==> src/mode_map_pkg.sv <==
// constants, field layouts and carrier types for the mode, map and port setup block
// assumes one 100 MHz clock, synchronous active-low reset and a byte-wide register port
// Operation
// - mode pin levels caught at reset release set mode bits and the map
// - expanded modes: ports A,B address; C,D data wide, C alone narrow, C and D narrow with port D emulation
// - single-chip: no bus roles, port A pins follow its direction register; normal narrow expanded drives port E bit 3 high
// - every expanded mode drives port F bit 5 as a chip select
// - registers decode at 0x0000-0x01FF, RAM at 0x0800-0x0BFF
// - EEPROM at 0x1000-0x1FFF expanded, 0xF000-0xFFFF single-chip
// - mapping control always readable; one write in normal modes, any in special
// - expanded and window enabled: position bit picks 0x0000 or 0x0400 window
// - narrow space bit makes the 512-byte select space 8-bit over port C
// - expansion windows only in expanded modes; three windows, two fixed
// - expanded wide: port C and D data and direction accesses go external
// - narrow special expanded with port D emulation: port D registers go external
// - expanded with port E emulation: port E registers go external
// - port A carries upper address bits externally, else general I/O; registers absent when expanded or in peripheral mode
// - port A direction bit 1 output, 0 input; accessible while mapped
// - expanded without port E emulation: port E pins are bus controls chosen by the assignment register
package mode_map_pkg;
    // register port offsets
    localparam logic [15:0] OFS_PORT_A_DATA = 16'h0000;
    localparam logic [15:0] OFS_PORT_A_DIR  = 16'h0002;
    localparam logic [15:0] OFS_PORT_C_DATA = 16'h0004;
    localparam logic [15:0] OFS_PORT_D_DATA = 16'h0005;
    localparam logic [15:0] OFS_PORT_C_DIR  = 16'h0006;
    localparam logic [15:0] OFS_PORT_D_DIR  = 16'h0007;
    localparam logic [15:0] OFS_PORT_E_DATA = 16'h0008;
    localparam logic [15:0] OFS_PORT_E_DIR  = 16'h0009;
    localparam logic [15:0] OFS_PORT_E_ASGN = 16'h000A;
    localparam logic [15:0] OFS_MODE        = 16'h000B;
    localparam logic [15:0] OFS_MISC        = 16'h0013;
    localparam logic [15:0] OFS_WINCTL      = 16'h0037;
    // field positions
    localparam int MODE_EMUL_D_BIT   = 1;
    localparam int MODE_EMUL_E_BIT   = 0;
    localparam int MISC_XWIN_POS_BIT = 3;
    localparam int MISC_NARROW_BIT   = 2;
    localparam int WDEF_XWIN_BIT     = 7;
    localparam int WDEF_DWEN_BIT  = 6;
    localparam int WDEF_PWEN_BIT  = 5;
    // reset values
    localparam logic [7:0] RST_MISC   = 8'h00;
    localparam logic [7:0] RST_WINCTL = 8'h00;
    localparam logic [7:0] RST_PORT_E_ASSIGNMENT_REG   = 8'h00;
    localparam logic [7:0] RST_PORT   = 8'h00;
    localparam logic [1:0] RST_EMUL   = 2'h0;
    // address ranges
    localparam logic [15:0] REG_LO  = 16'h0000;
    localparam logic [15:0] REG_HI  = 16'h01FF;
    localparam logic [15:0] RCS_LO  = 16'h0200;
    localparam logic [15:0] RCS_HI  = 16'h03FF;
    localparam logic [15:0] RAM_LO  = 16'h0800;
    localparam logic [15:0] RAM_HI  = 16'h0BFF;
    localparam logic [15:0] EEX_LO  = 16'h1000;
    localparam logic [15:0] EEX_HI  = 16'h1FFF;
    localparam logic [15:0] EES_LO  = 16'hF000;
    localparam logic [15:0] EES_HI  = 16'hFFFF;
    localparam logic [15:0] EWD_LO  = 16'h0000;
    localparam logic [15:0] EWD_HI  = 16'h03FF;
    localparam logic [15:0] EWI_LO  = 16'h0400;
    localparam logic [15:0] EWI_HI  = 16'h07FF;
    localparam logic [15:0] DWIN_LO = 16'h7000;
    localparam logic [15:0] DWIN_HI = 16'h7FFF;
    localparam logic [15:0] PWIN_LO = 16'h8000;
    localparam logic [15:0] PWIN_HI = 16'hBFFF;

    // {special_mode_latch_n, mode_select_pin_b, mode_select_pin_a}
    typedef enum logic [2:0] {
        MODE_SPC_SINGLE = 3'b000,
        MODE_SPC_NARROW = 3'b001,
        MODE_SPC_PERIPH = 3'b010,
        MODE_SPC_WIDE   = 3'b011,
        MODE_NRM_SINGLE = 3'b100,
        MODE_NRM_NARROW = 3'b101,
        MODE_NRM_RSVD   = 3'b110,
        MODE_NRM_WIDE   = 3'b111
    } op_mode_t;

    typedef struct packed {
        logic addr_ab;
        logic data_c;
        logic data_d;
        logic pe_bus;
        logic pe_bit3_high;
        logic pf_bit5_cs;
    } port_role_t;

    typedef struct packed {
        logic reg_blk;
        logic ram;
        logic eeprom;
        logic xpage;
        logic win_data;
        logic win_prog;
        logic rcs_narrow;
        logic external;
    } map_sel_t;
endpackage

==> src/mode_map_port.sv <==
// mode latch, default memory map decode and port role selection
// assumes mode pins are asynchronous; register port and cpu address share clock_i
//
// The implementer's own choices: the plain strobed port and the register addresses.
`timescale 1ns/1ns
module mode_map_port (
    input  wire logic                      clock_i,
    input  wire logic                      nrst_i,
    input  wire logic                      ce_i,
    input  wire logic                      background_mode_pin_i,
    input  wire logic                      mode_select_pin_a_i,
    input  wire logic                      mode_select_pin_b_i,
    input  wire logic [15:0]               addr_i,
    input  wire logic [7:0]                wdata_i,
    input  wire logic                      wr_i,
    input  wire logic                      rd_i,
    output logic      [7:0]                rdata_o,
    output logic                           ext_cycle_o,
    input  wire logic [15:0]               cpu_addr_i,
    input  wire logic [3:0]                register_following_selects_i,
    input  wire logic [7:0]                port_a_pins_i,
    output logic      [7:0]                port_a_pins_o,
    output logic      [7:0]                port_a_pins_oe_o,
    output logic      [7:0]                port_e_func_o,
    output mode_map_pkg::port_role_t       role_o,
    output mode_map_pkg::map_sel_t         sel_o,
    output logic      [2:0]                mode_o
);
    import mode_map_pkg::*;

    logic [2:0] pin_s1_ff;
    logic [2:0] pin_s2_ff;
    logic [7:0] pa_s1_ff;
    logic [7:0] pa_s2_ff;
    logic       caught_ff;
    op_mode_t   mode_ff;
    logic [1:0] emul_ff;
    logic [7:0] misc_ff;
    logic       misc_wr_ff;
    logic [7:0] winctl_ff;
    logic [7:0] port_e_assignment_reg_ff;
    logic [7:0] pa_data_ff;
    logic [7:0] pa_dir_ff;

    // mode attributes
    wire expanded    = mode_ff[0];
    wire narrow      = mode_ff[0] & ~mode_ff[1];
    wire special     = ~mode_ff[2];
    wire peripheral  = (mode_ff == MODE_SPC_PERIPH);
    wire nrm_narrow  = (mode_ff == MODE_NRM_NARROW);
    wire emul_d      = emul_ff[MODE_EMUL_D_BIT];
    wire emul_e      = emul_ff[MODE_EMUL_E_BIT];
    wire xwin_en     = winctl_ff[WDEF_XWIN_BIT];
    wire xwin_pos    = misc_ff[MISC_XWIN_POS_BIT];
    wire narrow_spc  = misc_ff[MISC_NARROW_BIT];

    function automatic logic in_rng(input logic [15:0] a, input logic [15:0] lo,
                                    input logic [15:0] hi);
        in_rng = (a >= lo) && (a <= hi);
    endfunction

    function automatic logic d_reg_f(input logic [15:0] a);
        d_reg_f = (a == OFS_PORT_D_DATA) || (a == OFS_PORT_D_DIR);
    endfunction

    // register taken out of the on-chip map under the current mode
    function automatic logic removed(input logic [15:0] a);
        logic pa_reg;
        logic cd_reg;
        logic d_reg;
        logic e_reg;
        pa_reg  = (a == OFS_PORT_A_DATA) || (a == OFS_PORT_A_DIR);
        d_reg   = d_reg_f(a);
        cd_reg  = (a == OFS_PORT_C_DATA) || (a == OFS_PORT_C_DIR) || d_reg;
        e_reg   = (a == OFS_PORT_E_DATA) || (a == OFS_PORT_E_DIR);
        removed = (pa_reg & (expanded | peripheral))
                | (cd_reg & expanded & ~narrow)
                | (d_reg & narrow & special & emul_d)
                | (e_reg & expanded & emul_e);
    endfunction

    // register port decode
    wire gone       = removed(addr_i);
    wire hit_pa     = (addr_i == OFS_PORT_A_DATA) & ~gone;
    wire hit_pdir   = (addr_i == OFS_PORT_A_DIR) & ~gone;
    wire hit_mode   = (addr_i == OFS_MODE);
    wire hit_misc   = (addr_i == OFS_MISC);
    wire hit_wdef   = (addr_i == OFS_WINCTL);
    wire hit_port_e_assignment_reg   = (addr_i == OFS_PORT_E_ASGN);
    wire misc_open  = special | ~misc_wr_ff;
    wire [7:0] pa_rd = (pa_dir_ff & pa_data_ff) | (~pa_dir_ff & pa_s2_ff);
    wire [7:0] rd_mux = hit_pa   ? pa_rd :
                        hit_pdir ? pa_dir_ff :
                        hit_mode ? {mode_ff, 3'h0, emul_ff} :
                        hit_misc ? misc_ff :
                        hit_wdef ? winctl_ff :
                        hit_port_e_assignment_reg ? port_e_assignment_reg_ff : 8'h00;

    // cpu address decode
    wire cpu_gone  = removed(cpu_addr_i);
    wire d_reg     = in_rng(cpu_addr_i, REG_LO, REG_HI) & ~cpu_gone;
    wire d_ram     = in_rng(cpu_addr_i, RAM_LO, RAM_HI);
    wire d_eep     = expanded ? in_rng(cpu_addr_i, EEX_LO, EEX_HI)
                              : in_rng(cpu_addr_i, EES_LO, EES_HI);
    wire d_xpage   = expanded & xwin_en & ~d_reg &
                     (xwin_pos ? in_rng(cpu_addr_i, EWD_LO, EWD_HI)
                               : in_rng(cpu_addr_i, EWI_LO, EWI_HI));
    wire d_dwin    = expanded & winctl_ff[WDEF_DWEN_BIT] &
                     in_rng(cpu_addr_i, DWIN_LO, DWIN_HI);
    wire d_pwin    = expanded & winctl_ff[WDEF_PWEN_BIT] &
                     in_rng(cpu_addr_i, PWIN_LO, PWIN_HI);
    wire d_rcsn    = expanded & ~narrow & narrow_spc & (|register_following_selects_i) &
                     in_rng(cpu_addr_i, RCS_LO, RCS_HI);
    wire d_ext     = expanded & ~d_reg & ~d_ram & ~d_eep;
    map_sel_t nxt_sel;
    assign nxt_sel = '{reg_blk: d_reg, ram: d_ram, eeprom: d_eep, xpage: d_xpage,
                       win_data: d_dwin, win_prog: d_pwin, rcs_narrow: d_rcsn,
                       external: d_ext};

    // port roles
    port_role_t nxt_role;
    assign nxt_role = '{addr_ab: expanded,
                        data_c: expanded,
                        data_d: expanded & (~narrow | emul_d),
                        pe_bus: expanded & ~emul_e,
                        pe_bit3_high: nrm_narrow,
                        pf_bit5_cs: expanded};
    wire [7:0] nxt_pa_o  = expanded ? cpu_addr_i[15:8] : pa_data_ff;
    wire [7:0] nxt_pa_oe = expanded ? 8'hFF : pa_dir_ff;
    wire [7:0] nxt_pe_fn = (expanded & ~emul_e) ? ~port_e_assignment_reg_ff : 8'h00;

    // mode pins keep sampling through reset so the capture sees settled levels
    always_ff @(posedge clock_i) begin
        if (ce_i) begin
            pin_s1_ff <= {background_mode_pin_i, mode_select_pin_b_i, mode_select_pin_a_i};
            pin_s2_ff <= pin_s1_ff;
        end
    end

    // port A pin synchroniser
    always_ff @(posedge clock_i) begin
        if (!nrst_i) begin
            pa_s1_ff  <= 8'h00;
            pa_s2_ff  <= 8'h00;
        end else if (ce_i) begin
            pa_s1_ff  <= port_a_pins_i;
            pa_s2_ff  <= pa_s1_ff;
        end
    end

    // mode pins caught once, on the first enabled edge after release
    always_ff @(posedge clock_i) begin
        if (!nrst_i) begin
            caught_ff <= 1'b0;
            mode_ff   <= MODE_SPC_SINGLE;
        end else if (ce_i && !caught_ff) begin
            caught_ff <= 1'b1;
            mode_ff   <= op_mode_t'(pin_s2_ff);
        end
    end

    always_ff @(posedge clock_i) begin
        if (!nrst_i) begin
            emul_ff    <= RST_EMUL;
            misc_ff    <= RST_MISC;
            misc_wr_ff <= 1'b0;
            winctl_ff  <= RST_WINCTL;
            port_e_assignment_reg_ff    <= RST_PORT_E_ASSIGNMENT_REG;
        end else if (ce_i && wr_i) begin
            if (hit_mode)
                emul_ff <= wdata_i[1:0];
            if (hit_misc && misc_open) begin
                misc_ff    <= wdata_i;
                misc_wr_ff <= 1'b1;
            end
            if (hit_wdef)
                winctl_ff <= wdata_i;
            if (hit_port_e_assignment_reg)
                port_e_assignment_reg_ff <= wdata_i;
        end
    end

    // port A registers, untouched while removed
    always_ff @(posedge clock_i) begin
        if (!nrst_i) begin
            pa_data_ff <= RST_PORT;
            pa_dir_ff  <= RST_PORT;
        end else if (ce_i && wr_i) begin
            if (hit_pa)
                pa_data_ff <= wdata_i;
            if (hit_pdir)
                pa_dir_ff <= wdata_i;
        end
    end

    always_ff @(posedge clock_i) begin
        if (!nrst_i) begin
            rdata_o          <= 8'h00;
            ext_cycle_o      <= 1'b0;
            port_a_pins_o    <= 8'h00;
            port_a_pins_oe_o <= 8'h00;
            port_e_func_o    <= 8'h00;
            role_o           <= '0;
            sel_o            <= '0;
            mode_o           <= 3'h0;
        end else if (ce_i) begin
            rdata_o          <= rd_i ? rd_mux : 8'h00;
            ext_cycle_o      <= (rd_i | wr_i) & gone;
            port_a_pins_o    <= nxt_pa_o;
            port_a_pins_oe_o <= nxt_pa_oe;
            port_e_func_o    <= nxt_pe_fn;
            role_o           <= nxt_role;
            sel_o            <= nxt_sel;
            mode_o           <= mode_ff;
        end
    end

    // checks
    a_mode_caught_once: assert property (@(posedge clock_i) disable iff (!nrst_i)
        caught_ff && $past(caught_ff) |-> $stable(mode_ff))
        else $error("mode changed after capture");
    a_mode_from_pins: assert property (@(posedge clock_i) disable iff (!nrst_i)
        ce_i && !caught_ff |=> mode_ff == $past(pin_s2_ff))
        else $error("mode not taken from pins");
    a_addr_role: assert property (@(posedge clock_i) disable iff (!nrst_i)
        ce_i && caught_ff && expanded |=> role_o.addr_ab && role_o.pf_bit5_cs)
        else $error("expanded mode without address or select role");
    a_single_input: assert property (@(posedge clock_i) disable iff (!nrst_i)
        ce_i && !expanded && pa_dir_ff == 8'h00 |=> port_a_pins_oe_o == 8'h00)
        else $error("single-chip port A driven without direction");
    a_ram_window: assert property (@(posedge clock_i) disable iff (!nrst_i)
        ce_i && cpu_addr_i == RAM_LO |=> sel_o.ram && !sel_o.eeprom)
        else $error("ram base not decoded");
    a_eeprom_place: assert property (@(posedge clock_i) disable iff (!nrst_i)
        ce_i && !expanded && cpu_addr_i == EES_LO |=> sel_o.eeprom)
        else $error("single-chip eeprom not decoded");
    a_misc_once: assert property (@(posedge clock_i) disable iff (!nrst_i)
        ce_i && !special && misc_wr_ff |=> $stable(misc_ff))
        else $error("second mapping write took effect in normal mode");
    a_xpage_low: assert property (@(posedge clock_i) disable iff (!nrst_i)
        ce_i && expanded && xwin_en && !xwin_pos && cpu_addr_i == EWI_LO
        |=> sel_o.xpage)
        else $error("extra window not at upper position");
    a_narrow_ignored: assert property (@(posedge clock_i) disable iff (!nrst_i)
        ce_i && narrow |=> !sel_o.rcs_narrow)
        else $error("narrow space bit acted in narrow mode");
    a_removed_keep: assert property (@(posedge clock_i) disable iff (!nrst_i)
        ce_i && wr_i && gone && addr_i == OFS_PORT_A_DATA
        |=> $stable(pa_data_ff) ##0 ext_cycle_o)
        else $error("removed register written or no external cycle");
endmodule

==> config.mk <==
export PLATFORM = sky130hd
export DESIGN_NAME = mode_map_port
export DESIGN_NICKNAME = d
export VERILOG_FILES = /design/src/mode_map_pkg.sv /design/src/mode_map_port.sv
export SDC_FILE = /design/constraint.sdc
export NUM_CORES = 1
export LEC_CHECK = 0
export BUFFER_PORTS_ARGS = -buffer_cell sky130_fd_sc_hd__buf_2
export CAP_MARGIN = 10
export CORE_MARGIN = 2
export CORE_UTILIZATION = 55
export DETAILED_ROUTE_END_ITERATION = 6
export GPL_ROUTABILITY_DRIVEN = 1
export PLACE_DENSITY = 0.81
export SLEW_MARGIN = 40
export SYNTH_ARGS = -nofsm -noshare
export SYNTH_HDL_FRONTEND = slang
export SYNTH_SLANG_ARGS = --single-unit
==> constraint.sdc <==
create_clock -name clock_i -period 3.7 [get_ports clock_i]
set_input_delay 0.555 -clock clock_i [delete_from_list [all_inputs] [get_ports clock_i]]
set_output_delay 0.555 -clock clock_i [all_outputs]
set_load 0.02 [all_outputs]
==> out/metrics.csv <==
stage,metric,value,unit
run_status,status,completed,
timing,Final Skew,4.77,ps
timing,final hold violations,0,
floorplanning,Die W,99.9,µm
drt,DR iter-0 viols,413,
power,Combinational Power Share,0.073,
timing,number of max-slew violations in the final report,0,
power,pwr dens,493,nW/µm²
worst_setup_path,Crit Path Max Fanout,12,
global_routing,layer with the highest usage,met2,
worst_setup_path,critical path required time,4090,ps
placed_design,GP Congestion,0.880,
yosys,count of cell types in the netlist,53,
worst_setup_path,CP Class,primary input to flop,
yosys,Syn Inst Count,539,
power,peak supply drop,0.336,mV
worst_setup_path,CP arrival,2940,ps
clock_tree,post_cts resized,0,
timing,RSZ-0062 raised after global routing,no,
yosys,Synth Area per Inst,9.38,µm²
worst_setup_path,cells along the critical path,"buf_2, nor4_1, nand3_1, a2111oi_4, mux2i_1, nor2_1",
clock_tree,clock buffer count from CTS,17,
global_routing,vias in the first global route,4218,
finish,Finished Core Util,0.704,
global_routing,gr ovfl total,0,
yosys,synthesized flop and latch total,116,
placed_design,Post-DP HPWL,9370,µm
yosys,register area share after synthesis,0.471,
timing,final setup violating endpoints,0,
floorplanning,io pins,110,
global_routing,GRT met2 Usage,0.429,
clock_tree,CTS H-tree lvls,4,
timing,Slew @ Worst Pin,857,ps
worst_setup_path,slowest CP cell,a2111oi_4,
timing,crit path time final,2550,ps
power,part of the power in the clock network,0.497,
global_routing,routing usage on met3,0.0745,
power,leakage power,0.00251,µW
timing,TNS Setup,0,ps
yosys,yosys warns,0,
worst_setup_path,Setup crit start kind,primary input,
drt,Routed WL,13900,µm
timing,ratio of final minimum period to clock period,0.688,
clock_tree,setup bufs post-CTS,0,
yosys,asr flop ratio synth,0,
drt,routed vias/inst,6.13,
drt,# DRC,0,
global_routing,initial antenna violation count,0,
floorplanning,Initial Util,0.574,
clock_tree,CTS tree,built,
placed_design,DP Worst Slack,699,ps
yosys,Post-Syn Nets,599,
power,NetSw,734,µW
clock_tree,clock latency at the later pin of the worst-skew pair,530,ps
clock_tree,CTS clock-pin slew for the worst setup and hold paths,50,ps
power,Reg power frac,0.430,
timing,Slew headroom,0.429,
yosys,Post-synth top flop,dfxtp_1,
global_routing,global-route wire length before repair,21700,µm
yosys,Netlist Area Pre-Place,5060,µm²
finish,share of cells above drive strength 1,0.241,
worst_setup_path,Max stage delay on crit path,890,ps
floorplanning,core area,8810,µm²
power,sw frac,0.240,
clock_tree,clk buf depth,2,
drt,post-route antenna net violation count,0,
clock_tree,clk root buf,clkbuf_8,
finish,# fillers,662,
global_routing,grt met1 use,0.366,
placed_design,Port Buf Inserts,109,
global_routing,Total GRT Usage,0.281,
run,max-cap violation count,0,
floorplanning,# rows,34,
clock_tree,# clock sinks,116,
floorplanning,DIE AREA,9980,µm²
power,Power Internal,2330,µW
clock_tree,"Hold-fix buffers, CTS",0,
drt,per-cell routed wire length,18.2,µm
drt,Pre-antenna DRT Iters,6,
min_path,worst min path class,primary input to flop,
finish,antenna cell count,0,
floorplanning,Vert. Die Dim,99.9,µm
drt,vias,4649,
finish,final cell area excluding filler cells,6200,µm²
finish,Layout area overhead,22.6,%
yosys,"EDFF count, synth",6,
finish,Nets,699,
global_routing,largest net degree at the start of global routing,73,
placed_design,Area after DPL,5640,µm²
timing,fmax,0.393,GHz
worst_setup_path,CP Capture Type,flop,
power,PnR Total Power,3060,µW
timing,post-route setup slack,1150,ps
## synthesized netlist by cell type, types with 4 or more instances
cell	count	area [µm²]
o21ai_0	13	65.1
dfxtp_1	110	2200
a21boi_1	4	30.0
or3_1	7	43.8
nand2_1	25	93.8
nor4_1	5	31.3
a222oi_1	11	110
a221o_1	4	40.0
nor2b_1	5	31.3
nor2_1	113	424
buf_4	4	30.0
clkbuf_1	25	93.8
a31oi_1	8	50.1
a21oi_1	31	155
nand3_1	5	25.0
a211oi_1	7	52.6
nand2b_1	17	106
mux2i_1	80	801
edfxtp_1	6	180
nor3_1	7	35.0
## through the flow
| step | hold WS, ps | std cells |
|---|---|---|
| after floorplan | 400 | 539 |
| after global placement | 402 | 728 |
| after detailed placement | 409 | 728 |
| after CTS | 191 | 759 |
| after global routing | 189 | 759 |
| final | 197 | 759 |
## power groups by stage
stage	Clock [µW]	Combinational, µW	Sequential (µW)
2_1_floorplan	0	118	1350
3_3_place_gp	0	213	1340
3_5_place_dp	0	219	1340
4_1_cts	1520	220	1310
5_1_grt	1580	244	1320
6_report	1520	223	1310
## critical path, delay by kind of cell
family	cells	cell delay [ps]
AOI/OAI and AO/OA	1	890
and+or+nand+nor	3	1110
muxes	1	280
buffers and inverters	1	100
## area by class of cell
cell class | count | area [µm²] | share of cell area
Clock inverter | 8 | 76.3 | 0.0123
Clock buffer | 23 | 477 | 0.0769
Inverter | 5 | 21.3 | 0.00343
Tap cell | 108 | 135 | 0.0218
Multi-Input combinational cell | 383 | 2510 | 0.405
Timing Repair Buffer | 116 | 598 | 0.0964
Sequential cell | 116 | 2380 | 0.384
## cell families after synthesis
kind of cell           count (synthesis)  share of synthesized area
buffers and inverters                 40                     0.0349
multiplexers                          80                      0.158
AO/OA/AOI/OAI                         95                      0.131
XOR/XNOR                               1                    0.00173
flip-flops                           116                      0.471
AND/OR/NAND/NOR                      207                      0.203
## routing by layer
metal | routed length [µm] | vias to the layer above | part of all wire
met2 | 6070 | 282 | 0.44
met3 | 1250 | 57 | 0.090
met5 | 0 | - | 0
met4 | 662 | 0 | 0.048
li1 | - | 2150 | -
met1 | 5870 | 2160 | 0.42
## flip-flops by register name (all words and copies together), names as in the netlist
signal,count
pin_s1_ff,3
sel_o,8
misc_wr_ff,1
caught_ff,1
port_a_pins_o,8
pin_s2_ff,3
port_a_pins_oe_o,8
misc_ff,8
mode_ff,3
winctl_ff,8
pa_dir_ff,8
role_o,3
emul_ff,2
port_e_func_o,8
pa_data_ff,8
rdata_o,8
mode_o,3
port_e_assignment_reg_ff,8
pa_s1_ff,8
ext_cycle_o,1
pa_s2_ff,8
## worst paths after layout
check                                          from      endpoint  slack, ps  cells past startpoint
worst min register to register         pin_s1_ff[2]  pin_s2_ff[2]        420                      0
worst max-delay path                     addr_i[13]    misc_ff[0]       1150                      6
worst max register to register           mode_ff[2]  pa_dir_ff[3]       1200                      5
worst min-delay path            mode_select_pin_a_i  pin_s1_ff[0]        200                      1
## cells in the final DEF, fill, tap and decap left out, types with 5 or more instances in the layout
cell type,instances
nor2_1,113
dfxtp_1,110
buf_2,109
mux2i_1,80
a21oi_1,31
nand2_1,25
nand2b_1,17
clkbuf_16,16
o21ai_0,13
a222oi_1,11
a31oi_1,8
or3_1,7
a211oi_1,7
buf_4,7
nor3_1,6
edfxtp_1,6
nor4_1,5
nand3_1,5
nor2b_1,5
clkbuf_8,5
No activity file was read; power rests on OpenSTA's default activity.
